File: src/rtl/bra_pkg.sv
`default_nettype none
package bra_pkg;

  // ----------------------------------------------------------------
  // Widths and timing
  // ----------------------------------------------------------------
  localparam int unsigned BRA_PTR_W           = 16;
  localparam int unsigned BRA_CORE_PERIOD_NS  = 8;
  localparam int unsigned BRA_BUF_CLK_MIN_NS  = 200;
  // Shortest buffer clock period in core cycles, rounded up
  localparam int unsigned BRA_BUF_CLK_MIN_CYC =
    (BRA_BUF_CLK_MIN_NS + BRA_CORE_PERIOD_NS - 1) / BRA_CORE_PERIOD_NS;

  // ----------------------------------------------------------------
  // Pin idle levels
  // ----------------------------------------------------------------
  localparam logic BRA_REQ_N_IDLE = 1'b1;
  localparam logic BRA_CLK_N_IDLE = 1'b1;

  // ----------------------------------------------------------------
  // Arbiter state
  // ----------------------------------------------------------------
  typedef enum logic [1:0] {
    BRA_IDLE,
    BRA_PERI,
    BRA_TO_SCSI,
    BRA_SCSI
  } bra_phase_t;

  typedef struct packed {
    bra_phase_t             phase;
    logic                   ext_pend;
    logic                   scsi_pend;
    logic                   on_fall;
    logic                   clk_prev;
    logic                   grant_peri;
    logic                   grant_scsi;
    logic [BRA_PTR_W-1:0]   addr;
  } bra_state_t;

  localparam bra_state_t BRA_STATE_RST = '{
    phase:    BRA_IDLE,
    clk_prev: BRA_CLK_N_IDLE,
    default:  '0
  };

  // ----------------------------------------------------------------
  // Synchroniser state
  // ----------------------------------------------------------------
  typedef struct packed {
    logic ff1;
    logic ff2;
    logic ff3;
    logic q;
  } bra_sync_t;

endpackage
`default_nettype wire

File: src/rtl/bra_arbiter.sv
`timescale 1ns/1ps
`default_nettype none
module bra_arbiter (
  // Clock and reset
  input  wire logic                         core_clk_i,
  input  wire logic                         rst_i,
  // Buffer clock and peripheral request pins
  input  wire logic                         buffer_clock_n_i,
  input  wire logic                         peripheral_transfer_request_n_i,
  // Internal SCSI core request
  input  wire logic                         scsi_transfer_request_i,
  // Buffer address pointers and direction
  input  wire logic [bra_pkg::BRA_PTR_W-1:0] read_address_pointer_i,
  input  wire logic [bra_pkg::BRA_PTR_W-1:0] write_address_pointer_i,
  input  wire logic                         peri_read_i,
  // Grants and peripheral buffer address
  output logic                              peri_grant_o,
  output logic                              scsi_grant_o,
  output logic [bra_pkg::BRA_PTR_W-1:0]     peri_addr_o
);

  // ----------------------------------------------------------------
  // Pin synchronisers
  // ----------------------------------------------------------------
  logic                         clk_n_s;
  logic                         req_n_s;
  logic                         fall;
  logic                         rise;
  logic                         end_edge;
  logic [bra_pkg::BRA_PTR_W-1:0] ptr_sel;
  bra_pkg::bra_state_t          st;
  bra_pkg::bra_state_t          next_st;

  bra_sync #(
    .RST_VAL (bra_pkg::BRA_CLK_N_IDLE)
  ) u_clk_sync (
    .core_clk_i (core_clk_i),
    .rst_i      (rst_i),
    .d_i        (buffer_clock_n_i),
    .q_o        (clk_n_s)
  );

  bra_sync #(
    .RST_VAL (bra_pkg::BRA_REQ_N_IDLE)
  ) u_req_sync (
    .core_clk_i (core_clk_i),
    .rst_i      (rst_i),
    .d_i        (peripheral_transfer_request_n_i),
    .q_o        (req_n_s)
  );

  // ----------------------------------------------------------------
  // Buffer clock edges
  // ----------------------------------------------------------------
  assign fall     = st.clk_prev & ~clk_n_s;
  assign rise     = ~st.clk_prev & clk_n_s;
  // A grant lasts one buffer period, closed by the same kind of edge
  assign end_edge = st.on_fall ? fall : rise;
  // Pointer chosen by the transfer direction
  assign ptr_sel  = peri_read_i ? read_address_pointer_i : write_address_pointer_i;

  // ----------------------------------------------------------------
  // Capture and arbitration
  // ----------------------------------------------------------------
  always_comb begin
    next_st          = st;
    next_st.clk_prev = clk_n_s;
    // Captures set pending; a later clear in this process only comes with a grant
    if (fall && !req_n_s) begin
      next_st.ext_pend = 1'b1;
    end
    if (rise && scsi_transfer_request_i) begin
      next_st.scsi_pend = 1'b1;
    end
    unique case (st.phase)
      bra_pkg::BRA_IDLE: begin
        // Only one edge per core cycle, so the first capture wins
        if (fall && next_st.ext_pend) begin
          next_st.phase      = bra_pkg::BRA_PERI;
          next_st.grant_peri = 1'b1;
          next_st.on_fall    = 1'b1;
          next_st.ext_pend   = 1'b0;
          next_st.addr       = ptr_sel;
        end else if (rise && next_st.scsi_pend) begin
          next_st.phase      = bra_pkg::BRA_SCSI;
          next_st.grant_scsi = 1'b1;
          next_st.on_fall    = 1'b0;
          next_st.scsi_pend  = 1'b0;
        end
      end
      bra_pkg::BRA_PERI: begin
        if (end_edge) begin
          next_st.grant_peri = 1'b0;
          if (next_st.scsi_pend) begin
            // One idle period, then SCSI on the second edge
            next_st.phase = bra_pkg::BRA_TO_SCSI;
          end else if (next_st.ext_pend) begin
            next_st.grant_peri = 1'b1;
            next_st.ext_pend   = 1'b0;
            next_st.addr       = ptr_sel;
          end else begin
            next_st.phase = bra_pkg::BRA_IDLE;
          end
        end
      end
      bra_pkg::BRA_TO_SCSI: begin
        if (end_edge) begin
          next_st.phase      = bra_pkg::BRA_SCSI;
          next_st.grant_scsi = 1'b1;
          next_st.scsi_pend  = 1'b0;
        end
      end
      bra_pkg::BRA_SCSI: begin
        // The running SCSI cycle is never cut short
        if (end_edge) begin
          next_st.grant_scsi = 1'b0;
          if (next_st.ext_pend) begin
            next_st.phase      = bra_pkg::BRA_PERI;
            next_st.grant_peri = 1'b1;
            next_st.ext_pend   = 1'b0;
            next_st.addr       = ptr_sel;
          end else if (next_st.scsi_pend) begin
            next_st.grant_scsi = 1'b1;
            next_st.scsi_pend  = 1'b0;
          end else begin
            next_st.phase = bra_pkg::BRA_IDLE;
          end
        end
      end
    endcase
  end

  always_ff @(posedge core_clk_i or posedge rst_i) begin
    if (rst_i) begin
      st <= bra_pkg::BRA_STATE_RST;
    end else begin
      st <= next_st;
    end
  end

  assign peri_grant_o = st.grant_peri;
  assign scsi_grant_o = st.grant_scsi;
  assign peri_addr_o  = st.addr;
endmodule
`default_nettype wire

File: src/rtl/bra_sync.sv
`timescale 1ns/1ps
`default_nettype none
module bra_sync #(
  parameter logic RST_VAL = 1'b0
) (
  // Clock and reset
  input  wire logic core_clk_i,
  input  wire logic rst_i,
  // Pin and filtered level
  input  wire logic d_i,
  output logic      q_o
);

  bra_pkg::bra_sync_t st;
  bra_pkg::bra_sync_t next_st;

  // A level is taken only once the second and third stage agree
  always_comb begin
    next_st     = st;
    next_st.ff1 = d_i;
    next_st.ff2 = st.ff1;
    next_st.ff3 = st.ff2;
    if (st.ff2 == st.ff3) begin
      next_st.q = st.ff3;
    end
  end

  always_ff @(posedge core_clk_i or posedge rst_i) begin
    if (rst_i) begin
      st <= '{ff1: RST_VAL, ff2: RST_VAL, ff3: RST_VAL, q: RST_VAL};
    end else begin
      st <= next_st;
    end
  end

  assign q_o = st.q;

endmodule
`default_nettype wire

File: config.mk
export PLATFORM = sky130hd
export DESIGN_NAME = bra_arbiter
export DESIGN_NICKNAME = d
export VERILOG_FILES = /design/src/rtl/bra_pkg.sv /design/src/rtl/bra_arbiter.sv /design/src/rtl/bra_sync.sv
export SDC_FILE = /design/constraint.sdc
export NUM_CORES = 1
export LEC_CHECK = 0
export ABC_AREA = 1
export BUFFER_PORTS_ARGS = -buffer_cell sky130_fd_sc_hd__buf_2
export CORE_MARGIN = 2
export CORE_UTILIZATION = 47
export CTS_CLUSTER_SIZE = 8
export DETAILED_ROUTE_END_ITERATION = 16
export HOLD_SLACK_MARGIN = 0.05
export PLACE_DENSITY = 0.75
export SLEW_MARGIN = 30
export SYNTH_ARGS = -nofsm -noshare
export SYNTH_HDL_FRONTEND = slang
export SYNTH_SLANG_ARGS = --single-unit
File: constraint.sdc
create_clock -name core_clk_i -period 3.59 [get_ports core_clk_i]
set_input_delay 0.359 -clock core_clk_i [delete_from_list [all_inputs] [get_ports core_clk_i]]
set_output_delay 0.359 -clock core_clk_i [all_outputs]
set_load 0.05 [all_outputs]
* After elaboration in Yosys (flattened, before gate mapping)
Cells that the tools add are included.
Storage, ports and cells: bits in registers 32, output and inout bits 18
Cells by class: eq/ne operators 16, mux-type cells 41, reduce and logical (&&, ||, !) cells 14, bitwise gates (word level) 4
Operator list (count):
- $mux 16 | 5
- $pmux 16 s3 | 1
- $mux 1 | 19
- $mux 18 | 1
- $mux 2 | 8
- $ne 2x2->1 const B | 8
- $reduce_and 5->1 | 3
- $pmux 1 s3 | 4
- $ne 3x3->1 const B | 3
- $pmux 2 s4 | 1
- $reduce_and 6->1 | 1
- $reduce_bool 3->1 | 2
- $eq 2x2->1 const B | 2
- $logic_and 1x1->1 | 4
- $mux 4 | 1
- $mux 3 | 1
- $and 1x1->1 | 2
- $eq 1x1->1 | 2
- $eq 2x1->1 const B | 1
- $logic_not 2->1 | 1
- $not 1->1 | 2
- $reduce_and 2->1 | 1
- $reduce_bool 2->1 | 1
- $logic_not 1->1 | 1

* Longest topological paths before layout
depth after elaboration 8, gate-level depth with buffers 10

* Hierarchy
Synthesis repeated with hierarchy kept, for this count alone.
Unflattened totals: cell total of the unflattened synthesis 203, area, all modules 1778.0 um^2
Modules (own cells, without submodules):
- bra_arbiter | cells each 185, times used 1, area each 1527.7 um^2
- bra_sync | cells each 9, times used 2, area each 125.1 um^2

* Least setup slack after synthesis
No wires, ideal clock.
path type reg2reg, start point register st[18] in the netlist's numbering, end point register st (netlist bit peri_addr_o[0]), data required time 3468 ps, period minus slack after synthesis 1496 ps, cell stages (with the launch flop) 11, library setup time 122 ps, arrival 1374 ps, slack 2094 ps, cell sequence dfstp_2 -> inv_1 -> nor2_1 -> nand2_2 -> nand2_4 -> nand2_4 -> o21ai_4 -> nand3_4 -> buf_6 -> nand2_1 -> o21ai_2
On the way: cells in the longest elaborated chain, start to end 7
RTL lines:
- start, declared | line bra_arbiter.sv:31 | bra_pkg::bra_state_t st;
- start signal, assigned | line bra_arbiter.sv:135 | st <= bra_pkg::BRA_STATE_RST;
- start signal, assigned | line bra_arbiter.sv:137 | st <= next_st;
- $and 1x1->1 | line bra_arbiter.sv:55 | assign fall = st.clk_prev & ~clk_n_s;
- $logic_and 1x1->1 | line bra_arbiter.sv:69 | if (fall && !req_n_s) begin
- $mux 1 | line bra_arbiter.sv:69
- $mux 16 (3 in a row)
- $pmux 16 s3
Several ways; a longest one is shown, not always the timed one. The select of a mux whose other input is x is not followed. A chain may end at the register's enable or synchronous reset.

* Worst setup path in the final report
start point register st[18] in the netlist's numbering, end point register st (netlist bit peri_addr_o[3])
Same word-level chain as after synthesis.

==> metrics.md <==
| Metric | Value |
|---|---|
| Largest net degree at the start of global routing | `34` |
| Async SR Flop Fraction | `100%` |
| All-Layer GR Usage | `approximately 15%` |
| Die ar. | `4140 um^2` |
| Clock Pin Slew Worst Setup and Hold Paths | `100 ps` |
| Main synth FF type | `dfrtp_1` |
| Flip-flop and latch count after synthesis | `32` |
| Reg2reg end | `peri_addr_o[3]$_DFFE_PP0P_` |
| Fmax | `523 MHz` |
| WP data required | `between 3000 and 4000 ps` |
| Avg Cell Area, Syn | `between 9 and 10 um^2` |
| Number of max-cap violations | `0` |
| Share of cells above drive strength 1 | `47.5%` |
| Fillers | `between 300 and 400` |
| Gr ovfl total | `0` |
| N_diodes | `0` |
| Placed cell area | `1890 um^2` |
| CTS Hold Bufs | `0` |
| Worst Setup End Kind | `flip-flop` |
| Area grow syn2layout | `14.7%` |
| Final wirelength | `2880 um` |
| Critical path type | `reg -> reg` |
| Port Buffer Count | `55` |
| Setup Buffers After CTS | `0` |
| Clock sinks | `32` |
| Sequential area share after synthesis | `47.4%` |
| Syn_nets | `212` |
| Fin crit share | `53.2%` |
| FF-to-FF path depth | `9` |
| Fin nets | `~250` |
| Leakage | `~1.0 nW` |
| Power Density | `roughly 850 nW/um^2` |
| CTS max path bufs | `2` |
| Total iterations of the first detailed-routing run | `4` |
| Number of global-route vias before repair | `1111` |
| Root Buffer | `clkbuf_4` |
| Die span in x | `64.3 um` |
| Crit path launch | `st[18]$_DFF_PP1_` |
| Skew final | `between 3 and 4 ps` |
| Worst r2r src | `st[18]$_DFF_PP1_` |
| Design Area, Final | `around 2000 um^2` |
| Slew HR | `approximately two thirds` |
| RePlAce Congestion | `0.878` |
| Synth warn | `0` |
| Critical Path End | `peri_addr_o[3]$_DFFE_PP0P_` |
| CP max FO | `33` |
| First-pass GRT wire length | `4750 um` |
| Synth unique cells | `22` |
| Core Footprint | `3420 um^2` |
| Final Critical Period | `~1900 ps` |
| Critical Path Start Type | `flip-flop` |
| Antenna-violating nets left | `0` |
| Top cell type by total area after synthesis | `dfrtp_1` |
| Min-delay worst type | `in -> async` |
| Cts bufs inserted | `5` |
| Number of DRC markers in iteration 0 | `38` |
| Top cells by area, synth | `dfrtp_1, dfstp_2, mux2i_1` |
| Max-slew violations | `0` |
| DP HPWL | `roughly 2200 um` |
| H-tree Lvls | `2` |
| Post-CTS resize count | `0` |
| Share of the synthesized area in the top cell type | `33.6%` |
| Worst-Skew Late Latency | `330 ps` |
| Drt drc | `0` |
| Die Y | `64.3 um` |
| I/O pin cnt | `56` |
| TritonCTS clock tree | `yes` |
| RSZ-0062 raised after global routing | `false` |
| Mapped cell area | `1710 um^2` |
| Starting Density | `approximately half` |
| Critical path arrival | `2120 ps` |
| Fin. Hold Viols | `0` |
| Worst-Margin Slew | `between 400 and 500 ps` |
| Post-Synthesis Cells | `174` |
| Vias post-DR | `1258` |
| Endpoints failing setup | `0` |
| Site row count | `21` |
| Most frequent cell after synthesis | `nand2_1` |
| Synth cell count leaders | `nand2_1, dfrtp_1, buf_4, mux2i_1, o21ai_2` |
| Vias per inst | `4.78` |
| Max rail drop VDD | `410 uV` |
| Flop-to-flop setup slack | `1680 ps` |
| Status | `complete, no violations` |
| Post-synth EDFFs | `0` |
| Initial antenna violation count | `0` |
| Drt wl/cell | `10.9 um` |
| Setup TNS | `0 ps` |
==> placed cells by master, fill, tap and decap left out, drive strengths merged <==
master,count
buf,56
nand2,45
dfrtp,23
o21ai,23
mux2i,16
inv,15
dfstp,9
nand3,9
nor2,7
clkbuf,6
a21oi,2
maj3,2
nand4,1
a31oi,1
clkinvlp,1
clkinv,1
==> critical path, stage by stage (launching register included) <==
cell     delay (ps)
dfstp_2         560
inv_1            50
nor2_1          160
nand2_2         110
nand2_4         110
nand2_4          60
o21ai_4          70
nand3_4         380
nand2_1         210
o21ai_2          70
==> state kept, by name, summed over array words and instances (netlist names) <==
register and cells:
u_clk_sync.next_st 2, st 6, u_clk_sync.q_o 1, u_req_sync.st 1, u_req_sync.next_st 2, peri_grant_o 1, u_req_sync.q_o 1, peri_addr_o 16
scsi_grant_o 1, u_clk_sync.st 1
==> per-layer routing <==
metal  vias to the layer above  GRT usage [%]  share of wire, %
li1                        638              -                 -
met1                       566           17.6                43
met3                         5           5.46               6.7
met2                        49           25.3                49
met5                         -              0                 0
met4                         0           5.59               1.6
==> where the power goes <==
part	total, mW	switching, mW	internal (mW)	leakage (nW)
registers	0.579	0.0853	0.494	0.379
clock network	0.242	0.124	0.117	0.0394
logic	0.856	0.624	0.232	0.624
total	1.68	0.834	0.843	1.04
==> cells by family after synthesis <==
logic type | after synthesis | synth area share [%]
compound gates | 26 | 11.8
mux | 16 | 9.36
flops | 32 | 47.4
simple gates | 62 | 17.3
buf+inv | 36 | 12.9
fa+ha+maj | 2 | 1.17
==> layout make-up <==
type                            instances  area, um^2  share of cell area, %
Tap cell                               46        57.6                   2.93
Inverter                               15        56.3                   2.87
Multi-Input combinational cell        106         679                   34.6
Sequential cell                        32         812                   41.4
Timing Repair Buffer                   56         283                   14.4
Clock buffer                            6        62.6                   3.19
Clock inverter                          2        12.5                  0.637
==> worst min path at each step <==
stage	to	slack, ps
2_1_floorplan	u_clk_sync.next_st[1]$_DFF_PP1_	350
3_3_place_gp	u_req_sync.next_st[1]$_DFF_PP1_	350
3_5_place_dp	u_req_sync.next_st[1]$_DFF_PP1_	350
4_1_cts	peri_addr_o[12]$_DFFE_PP0P_	80
5_1_grt	u_clk_sync.next_st[2]$_DFF_PP1_	70
6_report	st[21]$_DFF_PP0_	80
==> through the flow <==
stage / total power, mW / hold WS, ps / cells / util [%] / setup slack (ps)
floorplan: 1.39 / 345 / 174 / - / 2090
global placement: 1.43 / 346 / 255 / 55.3 / 1750
detailed placement: 1.45 / 348 / 255 / 55.3 / 1700
CTS: 1.70 / 81.5 / 263 / 57.5 / 1660
global route: 1.80 / 74.0 / 263 / 57.5 / 1530
finish: 1.68 / 78.7 / 263 / 57.5 / 1680
Power figures use the tool's default switching activity.
